==> config.mk <==
export PLATFORM = sky130hd
export DESIGN_NAME = fsc_sequencer
export DESIGN_NICKNAME = d
export VERILOG_FILES = /design/src/fsc_pkg.sv /design/src/fsc_sequencer.sv /design/src/fsc_period_timer.sv
export SDC_FILE = /design/constraint.sdc
export NUM_CORES = 1
export LEC_CHECK = 0
export ABC_AREA = 1
export BUFFER_PORTS_ARGS = -buffer_cell sky130_fd_sc_hd__buf_2
export CORE_ASPECT_RATIO = 0.75
export CORE_UTILIZATION = 35
export DETAILED_ROUTE_END_ITERATION = 10
export GPL_ROUTABILITY_DRIVEN = 0
export REMOVE_ABC_BUFFERS = 1
export SETUP_SLACK_MARGIN = 0.3
export SYNTH_ARGS = -nofsm -noshare
export SYNTH_HDL_FRONTEND = slang
export SYNTH_SLANG_ARGS = --single-unit
==> constraint.sdc <==
create_clock -name i_ref_clk -period 7 [get_ports i_ref_clk]
set_input_delay 0.7 -clock i_ref_clk [delete_from_list [all_inputs] [get_ports i_ref_clk]]
set_output_delay 0.7 -clock i_ref_clk [all_outputs]
set_load 0.03 [all_outputs]
==> src/fsc_pkg.sv <==
package fsc_pkg;

  // Number of channel enable bits and width of the channel tag in the status byte.
  localparam int NUM_CH = 8;
  localparam int CH_IDX_W = 3;
  localparam int TAG_W = 4;

  // Width of a conversion result, of the status byte and of the rate divider.
  localparam int DATA_W = 24;
  localparam int STATUS_W = 8;
  localparam int DIV_W = 10;

  // Width of the per-period cycle counter; holds 4 * 1024 * 1023 with room to spare.
  localparam int PER_W = 24;

  // Master clock cycles per rate divider step; the output period is this times the divider, and times the order with chop.
  localparam int DIV_STEP_CYCLES = 1024;

  // Master clock rate of this block.
  localparam int CLK_HZ = 50_000_000;

  // Filter order select encoding.
  localparam logic ORDER_SINC4 = 1'b0;
  localparam logic ORDER_FILTER_ORDER_SEL = 1'b1;

  // Settling time in output periods, and the chop period multiplier per filter order.
  localparam logic [2:0] SETTLE_SINC4 = 3'h4;
  localparam logic [2:0] SETTLE_FILTER_ORDER_SEL = 3'h3;
  localparam logic [2:0] SETTLE_CHOP = 3'h2;
  localparam logic [2:0] CHOP_MULT_SINC4 = 3'h4;
  localparam logic [2:0] CHOP_MULT_FILTER_ORDER_SEL = 3'h3;
  localparam logic [2:0] CHOP_MULT_OFF = 3'h1;

  // Smallest legal divider; zero is treated as this value.
  localparam logic [DIV_W-1:0] DIV_MIN = 10'h001;

  // Reset values.
  localparam logic [DATA_W-1:0] DATA_RESET = 24'h000000;
  localparam logic [TAG_W-1:0] TAG_RESET = 4'h0;
  localparam logic [2:0] SETTLE_CNT_RESET = 3'h0;

  // Sequencer states.
  typedef enum logic [1:0] {
    FSC_IDLE,
    FSC_SETTLE,
    FSC_RUN,
    FSC_COMMIT
  } fsc_state_t;

endpackage : fsc_pkg

==> src/fsc_sequencer.sv <==
`timescale 1ns/1ns
// Operation
// - Order bit 0 sinc4 default, 1 filter_order_sel.
// - Chop off rate is fclk/(1024*divider).
// - Chop off settles 4 or 3 periods.
// - Chop swaps inputs, settles, averages results.
// - Chop rate divides by order*1024*divider.
// - Chop on settles in two periods.
// - Notch bit adds 60 Hz notch at 50 Hz.
// - Continuous mode converts each enabled channel in turn.
// - Done low only with settled valid result.
// - Channel select resets filter, settles; done set high on start from idle, on a data read and one cycle before each commit.
// - Next channel converts while old result readable.
// - Full pass takes settle time times channels.
// - Appended status low nibble holds channel number.
// - Data register read drives done high.
module fsc_sequencer #(
  parameter int P_STEP_CYCLES = fsc_pkg::DIV_STEP_CYCLES
) (
  // Clock and reset.
  input wire logic i_ref_clk,
  input wire logic i_nrst,
  // Configuration bits.
  input wire logic i_filter_order_sel,
  input wire logic i_chop_en,
  input wire logic i_sixty_hz_notch_en,
  input wire logic [fsc_pkg::DIV_W-1:0] i_rate_divider,
  input wire logic [fsc_pkg::NUM_CH-1:0] i_channel_enable_bits,
  input wire logic i_append_status_en,
  input wire logic i_continuous_en,
  // Filter datapath side.
  input wire logic [fsc_pkg::DATA_W-1:0] i_filter_sample,
  output logic o_filter_reset,
  output logic o_filter_order_sel_sel,
  output logic o_notch60_en,
  output logic o_input_swap,
  output logic [fsc_pkg::CH_IDX_W-1:0] o_mux_channel,
  // Host side.
  input wire logic i_data_read_done,
  output logic o_conv_done_n,
  output logic [fsc_pkg::DATA_W-1:0] o_data,
  output logic [fsc_pkg::STATUS_W-1:0] o_status_byte,
  output logic o_status_append
);

  // The sequencer walks the enabled channels in index order. Each new channel gets a
  // filter reset and a full settling time, because the filter still holds samples of
  // the previous input and its first outputs would mix the two channels.
  // Next enabled channel strictly after cur, wrapping past the top; returns cur if none other.
  function automatic logic [fsc_pkg::CH_IDX_W-1:0] next_enabled(
    input logic [fsc_pkg::NUM_CH-1:0] en,
    input logic [fsc_pkg::CH_IDX_W-1:0] cur
  );
    logic [fsc_pkg::CH_IDX_W-1:0] idx;
    logic found;
    next_enabled = cur;
    found = 1'b0;
    for (int k = 1; k <= fsc_pkg::NUM_CH; k++) begin
      idx = cur + fsc_pkg::CH_IDX_W'(k);
      if (!found && en[idx]) begin
        next_enabled = idx;
        found = 1'b1;
      end
    end
  endfunction : next_enabled

  // Sequencer state and current channel.
  fsc_pkg::fsc_state_t state;
  fsc_pkg::fsc_state_t next_state;
  logic [fsc_pkg::CH_IDX_W-1:0] channel;
  logic [fsc_pkg::CH_IDX_W-1:0] next_channel;
  // Output periods elapsed since the last filter reset.
  // Three bits are enough, since the longest settling lasts four periods.
  logic [2:0] settle_cnt;
  logic [2:0] next_settle_cnt;
  // Previous filter sample, used for the chop average.
  logic [fsc_pkg::DATA_W-1:0] prev_sample;
  logic [fsc_pkg::DATA_W-1:0] next_prev_sample;
  // Staging costs a cycle of latency but lets the done flag rise one cycle before
  // the data register changes, so a host never reads a word that is being replaced.
  // Result waiting one cycle for the data register, with its channel.
  logic [fsc_pkg::DATA_W-1:0] staged;
  logic [fsc_pkg::DATA_W-1:0] next_staged;
  logic [fsc_pkg::CH_IDX_W-1:0] staged_ch;
  logic [fsc_pkg::CH_IDX_W-1:0] next_staged_ch;
  // Host-visible data register, channel tag and done flag.
  logic [fsc_pkg::DATA_W-1:0] data_reg;
  logic [fsc_pkg::DATA_W-1:0] next_data_reg;
  logic [fsc_pkg::TAG_W-1:0] tag;
  logic [fsc_pkg::TAG_W-1:0] next_tag;
  logic done_n;
  logic next_done_n;
  // Chop polarity and one-cycle filter reset.
  logic swap;
  logic next_swap;
  logic frst;
  logic next_frst;
  // Timing terms.
  logic [2:0] settle_len;
  logic [2:0] mult;
  logic tick;
  logic timer_clear;
  logic single_ch;
  logic active;
  logic [fsc_pkg::DATA_W:0] avg_sum;
  logic [fsc_pkg::DATA_W-1:0] result;
  logic [fsc_pkg::CH_IDX_W-1:0] first_ch;

  // Limitation: a configuration change other than disabling the current channel does not restart a running conversion by
  // itself; the host drops the continuous enable to apply new settings cleanly.
  // Period settings. Chop stretches the period by the filter order and settles in two
  // periods; without chop the period is the base rate and settling is the filter order.
  always_comb begin
    if (i_chop_en) begin
      settle_len = fsc_pkg::SETTLE_CHOP;
      if (i_filter_order_sel == fsc_pkg::ORDER_FILTER_ORDER_SEL) begin
        mult = fsc_pkg::CHOP_MULT_FILTER_ORDER_SEL;
      end else begin
        mult = fsc_pkg::CHOP_MULT_SINC4;
      end
    end else begin
      mult = fsc_pkg::CHOP_MULT_OFF;
      if (i_filter_order_sel == fsc_pkg::ORDER_FILTER_ORDER_SEL) begin
        settle_len = fsc_pkg::SETTLE_FILTER_ORDER_SEL;
      end else begin
        settle_len = fsc_pkg::SETTLE_SINC4;
      end
    end
  end

  // The timer runs free in single channel mode. Its count is not cleared between
  // results, so the output rate stays exactly one result per period.
  // Output period generator, restarted at every filter reset.
  fsc_period_timer #(
    .P_STEP_CYCLES(P_STEP_CYCLES)
  ) u_timer (
    .i_ref_clk(i_ref_clk),
    .i_nrst(i_nrst),
    .i_clear(timer_clear),
    .i_rate_divider(i_rate_divider),
    .i_mult(mult),
    .o_tick(tick)
  );

  // Sequencer next-state logic: channel stepping, settling count, result staging,
  // chop polarity and the done flag.
  always_comb begin
    next_state = state;
    next_channel = channel;
    next_settle_cnt = settle_cnt;
    next_prev_sample = prev_sample;
    next_staged = staged;
    next_staged_ch = staged_ch;
    next_data_reg = data_reg;
    next_tag = tag;
    next_done_n = done_n;
    next_swap = swap;
    next_frst = 1'b0;
    timer_clear = 1'b0;
    single_ch = ($countones(i_channel_enable_bits) == 1);
    active = i_continuous_en && (i_channel_enable_bits != '0);
    first_ch = next_enabled(i_channel_enable_bits, fsc_pkg::CH_IDX_W'(fsc_pkg::NUM_CH - 1));
    // Averaging the two polarities cancels the input offset.
    avg_sum = {1'b0, prev_sample} + {1'b0, i_filter_sample};
    result = i_chop_en ? avg_sum[fsc_pkg::DATA_W:1] : i_filter_sample;

    // A completed read raises done; a commit in the same cycle still wins below.
    if (i_data_read_done) begin
      next_done_n = 1'b1;
    end

    case (state)
      fsc_pkg::FSC_IDLE: begin
        // The timer is held cleared so the first period starts with the filter reset.
        timer_clear = 1'b1;
        if (active) begin
          // Start from the lowest enabled channel with a fresh filter.
          next_channel = first_ch;
          next_frst = 1'b1;
          next_done_n = 1'b1;
          next_settle_cnt = fsc_pkg::SETTLE_CNT_RESET;
          next_swap = 1'b0;
          next_state = fsc_pkg::FSC_SETTLE;
        end
      end
      fsc_pkg::FSC_SETTLE, fsc_pkg::FSC_RUN: begin
        if (!active || !i_channel_enable_bits[channel]) begin
          // Configuration pulled the channel away; go back and restart cleanly.
          next_state = fsc_pkg::FSC_IDLE;
        end else if (tick) begin
          next_prev_sample = i_filter_sample;
          if (i_chop_en) begin
            next_swap = !swap;
          end
          if (state == fsc_pkg::FSC_RUN
              || settle_cnt + 3'h1 >= settle_len) begin
            // Settled: stage the result and warn the host before the update.
            next_staged = result;
            next_staged_ch = channel;
            next_done_n = 1'b1;
            next_state = fsc_pkg::FSC_COMMIT;
          end else begin
            next_settle_cnt = settle_cnt + 3'h1;
          end
        end
      end
      fsc_pkg::FSC_COMMIT: begin
        // The result lands in the data register and done falls together.
        next_data_reg = staged;
        next_tag = fsc_pkg::TAG_W'(staged_ch);
        next_done_n = 1'b0;
        if (!active) begin
          next_state = fsc_pkg::FSC_IDLE;
        end else if (single_ch && i_channel_enable_bits[channel]) begin
          // One channel keeps its filter running and delivers every period.
          next_state = fsc_pkg::FSC_RUN;
        end else begin
          // Move on with the next enabled channel, wrapping to the lowest; the old
          // result stays in the data register meanwhile. A pass is thus settle time
          // times the enabled channel count.
          next_channel = next_enabled(i_channel_enable_bits, channel);
          next_frst = 1'b1;
          timer_clear = 1'b1;
          next_settle_cnt = fsc_pkg::SETTLE_CNT_RESET;
          next_swap = 1'b0;
          next_state = fsc_pkg::FSC_SETTLE;
        end
      end
      default: begin
        // Unused state codes fall back to idle and restart cleanly.
        next_state = fsc_pkg::FSC_IDLE;
      end
    endcase
  end

  // All sequencer state shares one asynchronous reset. After reset the done flag is
  // high, so a host polling it straight after power-up never reads a stale zero.
  // Sequencer registers.
  always_ff @(posedge i_ref_clk or negedge i_nrst) begin
    if (!i_nrst) begin
      state <= fsc_pkg::FSC_IDLE;
      channel <= '0;
      settle_cnt <= fsc_pkg::SETTLE_CNT_RESET;
      prev_sample <= fsc_pkg::DATA_RESET;
      staged <= fsc_pkg::DATA_RESET;
      staged_ch <= '0;
      data_reg <= fsc_pkg::DATA_RESET;
      tag <= fsc_pkg::TAG_RESET;
      done_n <= 1'b1;
      swap <= 1'b0;
      frst <= 1'b0;
    end else begin
      state <= next_state;
      channel <= next_channel;
      settle_cnt <= next_settle_cnt;
      prev_sample <= next_prev_sample;
      staged <= next_staged;
      staged_ch <= next_staged_ch;
      data_reg <= next_data_reg;
      tag <= next_tag;
      done_n <= next_done_n;
      swap <= next_swap;
      frst <= next_frst;
    end
  end

  // Filter configuration registers. The notch itself is shaped by the filter; the
  // sequencer only carries the enable, which takes effect whatever the rate.
  logic filter_order_sel_q;
  logic notch_q;
  always_ff @(posedge i_ref_clk or negedge i_nrst) begin
    if (!i_nrst) begin
      filter_order_sel_q <= fsc_pkg::ORDER_SINC4;
      notch_q <= 1'b0;
    end else begin
      filter_order_sel_q <= (i_filter_order_sel == fsc_pkg::ORDER_FILTER_ORDER_SEL);
      notch_q <= i_sixty_hz_notch_en;
    end
  end

  // Every output below is a register copy, or the status byte built from registers, except the append flag, which
  // is a plain wire; the host samples it together with the data, so no extra delay
  // is wanted there.
  // Output drive.
  assign o_filter_reset = frst;
  assign o_filter_order_sel_sel = filter_order_sel_q;
  assign o_notch60_en = notch_q;
  assign o_input_swap = swap;
  assign o_mux_channel = channel;
  assign o_conv_done_n = done_n;
  assign o_data = data_reg;
  assign o_status_byte = {done_n, 3'h0, tag};
  assign o_status_append = i_append_status_en;

endmodule : fsc_sequencer

==> src/fsc_period_timer.sv <==
`timescale 1ns/1ns
// Counts one output-rate period of rate_divider * step * multiplier master clocks.
module fsc_period_timer #(
  parameter int P_STEP_CYCLES = fsc_pkg::DIV_STEP_CYCLES
) (
  // Clock and reset.
  input wire logic i_ref_clk,
  input wire logic i_nrst,
  // Control.
  input wire logic i_clear,
  input wire logic [fsc_pkg::DIV_W-1:0] i_rate_divider,
  input wire logic [2:0] i_mult,
  // Period boundary.
  output logic o_tick
);

  // Cycle count within the current period.
  logic [fsc_pkg::PER_W-1:0] cnt;
  logic [fsc_pkg::PER_W-1:0] next_cnt;
  // Last cycle index of the period.
  logic [fsc_pkg::PER_W-1:0] last;
  // Divider with zero forced up to the smallest legal value.
  logic [fsc_pkg::DIV_W-1:0] div_eff;

  // The period length is recomputed every cycle, so a divider change takes effect
  // at once; a shortened period ends on the first cycle the counter is at or past it.
  always_comb begin
    div_eff = (i_rate_divider == '0) ? fsc_pkg::DIV_MIN : i_rate_divider;
    last = fsc_pkg::PER_W'(div_eff) * fsc_pkg::PER_W'(P_STEP_CYCLES)
           * fsc_pkg::PER_W'(i_mult) - fsc_pkg::PER_W'(1);
    o_tick = !i_clear && (cnt >= last);
    if (i_clear || o_tick) begin
      next_cnt = '0;
    end else begin
      next_cnt = cnt + fsc_pkg::PER_W'(1);
    end
  end

  // Counter register.
  always_ff @(posedge i_ref_clk or negedge i_nrst) begin
    if (!i_nrst) begin
      cnt <= '0;
    end else begin
      cnt <= next_cnt;
    end
  end

endmodule : fsc_period_timer

==> impl_metrics.tcl <==
set metrics [dict create \
    status "completed" \
    max_slew_margin 0.438 \
    htreeDepth 4 \
    drcViolationCount 0 \
    grt_pass1_wl_um 37000 \
    cap_violations 0 \
    period_minus_slack_ns 5.79 \
    async_flop_share 1.00 \
    tns_ns 0 \
    core_area_um2 24200 \
    ir_drop_v 0.000189 \
    drt_iter0_drc 614 \
    floorplan.initialDensity 0.360 \
    drtPass1Iterations 6 \
    synthFlopType "dfrtp_1" \
    path_clk_slew_ns 0.06 \
    min-delay-path-class "in2async" \
    cp_slowest_cell "fa_1" \
    grt_antenna_before_repair 0 \
    grt_pass1_vias 7204 \
    critPathArrivalTime_ns 6.14 \
    regArea_um2 2880 \
    p_sw_frac 0.420 \
    ctsHoldBuffers 0 \
    area_growth_pct 15.3 \
    tightest_slew_ns 0.843 \
    p_leak_uw 0.00539 \
    synthTopCellsByArea "dfrtp_1, nand2_1, ha_1" \
    rows 49 \
    wl_per_cell_um 14.0 \
    whs_ns 0.321 \
    path_class "in2reg" \
    cts_resized 0 \
    cts-root-buf "clkbuf_16" \
    postCtsSetupRepairBufs 0 \
    placed_area_um2 9400 \
    synth_common_cells "nand2_1, inv_1, dfrtp_1" \
    cp-start-kind "input port" \
    insertion_delay_ns 0.41 \
    slew_violations 0 \
    grt_overflow 0 \
    syn_area_um2 8690 \
    fin_ws_ns 1.21 \
    num_vias 7773 \
    yosysMostFrequentCell "nand2_1" \
    hpwlAfterDp_um 17100 \
    num-nets-final 1387 \
    drive_above_1_share 0.137 \
    power_frac_clock 0.302 \
    final_antenna_net_count 0 \
    fin_crit_sh 0.828 \
    power_frac_seq 0.271 \
    io_pins 91 \
    rsz0062_at_grt "no" \
    n_fill_cell 2507 \
    finalSetupViolCount 0 \
    ys_ff_latch 115 \
    wirelength_um 22400 \
    netlist_instances 1177 \
    max_stage_delay_ns 0.41 \
    synth_largest_area_cell "dfrtp_1" \
    tritoncts "built" \
    antenna_cells 0 \
    die_area_um2 25500 \
    multi_input_area_um2 5100 \
    synth_top_cell_area_share 0.328 \
    p_sw_uw 1280 \
    chipHeight_um 138 \
    path_max_fanout 37 \
    die_w_um 184 \
    p_int_uw 1770 \
    p_per_area_nw_per_um2 304 \
    design_area_um2 10000 \
    clock.fmax_ghz 0.173 \
    p_total_uw 3050 \
    io_buffers 84 \
    synth_edf_count 0 \
    clockBufferDepth 2 \
    grt.total_usage 0.183 \
    syn_area_per_cell_um2 7.38 \
    skew_ns 0.00709 \
    dp_worst_setup_slack_ns 0.792 \
    synth.distinct_cells 57 \
    cp_data_required_time_ns 7.35 \
    combPwrFrac 0.427 \
    grt_start_max_net_pins 63 \
    end_kind "flop" \
    yosys_warnings 0 \
    cts_buffers 17 \
    viasPerCell 4.86 \
    hold_viol 0 \
    clkSinkCount 115 \
    yosysSeqAreaShare 0.331 \
]
## power by group through the flow
stage | clock, uW | combinational, uW | sequential, uW
after floorplan | 0 | 851 | 917
after global placement | 0 | 1280 | 836
after detailed placement | 0 | 1290 | 838
after CTS | 937 | 1300 | 828
after global routing | 970 | 1480 | 838
final | 919 | 1300 | 826
## critical path, delay by kind of cell
family | cells | cell delay, ns
adders and majority gates | 4 | 1.40
and+or+nand+nor | 15 | 2.35
AOI/OAI and AO/OA | 4 | 0.79
buffers and inverters | 4 | 0.87
## placed cells by master (no fill, tap or decap), drive strengths merged, types with 15 or more instances in the layout
cell type,Yosys,layout
buf,18,91
nand4,20,20
dfrtp,114,114
ha,65,65
clkbuf,14,22
nand3,70,70
nor3,15,15
o21ai,86,86
a21oi,55,55
nand2,371,371
xor2,19,19
nor2,91,91
inv,139,139
## registers in the layout, indices dropped and copies added, names as in the netlist
signal and cells:
o_data 24, prev_sample 24, staged 24, u_timer.cnt 24, o_mux_channel 3, settle_cnt 3, staged_ch 3, tag 3
state 2, o_conv_done_n 1, o_filter_order_sel_sel 1, o_filter_reset 1, o_input_swap 1, o_notch60_en 1
## stage by stage
| stage | utilization | std cells |
|---|---|---|
| 3_3_place_gp | 0.389 | 1570 |
| 5_1_grt | 0.415 | 1601 |
| 3_5_place_dp | 0.389 | 1570 |
| 6_report | 0.415 | 1601 |
| 2_1_floorplan | - | 1148 |
| 4_1_cts | 0.415 | 1601 |
## path summary, 6_finish.rpt
kind / startpoint / to / slack, ns / cells past startpoint
worst min-delay path: i_nrst / prev_sample[10] / 0.32 / 1
worst max register to register: u_timer.cnt[15] / staged[23] / 4.19 / 12
min in group i_ref_clk: i_sixty_hz_notch_en / o_notch60_en / 0.39 / 1
worst min register to register: o_data[4] / o_data[4] / 0.47 / 2
max in group asynchronous: i_nrst / prev_sample[23] / 5.41 / 2
worst max-delay path: i_chop_en / staged[23] / 1.21 / 27
## kinds of logic after synthesis
family,after synthesis,share of synthesized area
AND/OR/NAND/NOR,591,0.298
flip-flops,115,0.331
buffers and inverters,173,0.0831
adder cells (fa/ha/maj),79,0.126
multiplexers,8,0.0138
AO/OA/AOI/OAI,179,0.115
other,1,0.000431
XOR/XNOR,31,0.0321
## layout make-up
cell class / instances / share of cell area
multi-input combinational: 892 / 0.509
sequential: 115 / 0.287
inverter: 141 / 0.0532
timing repair buffer: 91 / 0.0474
clock buffer: 22 / 0.0463
tap: 331 / 0.0413
clock inverter: 9 / 0.0154
## layer usage
| metal | vias to the layer above | part of all wire | wire length (um) | global-route usage |
|---|---|---|---|---|
| met5 | - | 0 | 0 | 0 |
| met1 | 3581 | 0.54 | 12100 | 0.292 |
| met4 | 0 | 0.0045 | 100 | 0.0364 |
| li1 | 3974 | - | - | - |
| met2 | 209 | 0.40 | 9000 | 0.252 |
| met3 | 9 | 0.054 | 1210 | 0.0350 |
Power figures use the tool's default switching activity.
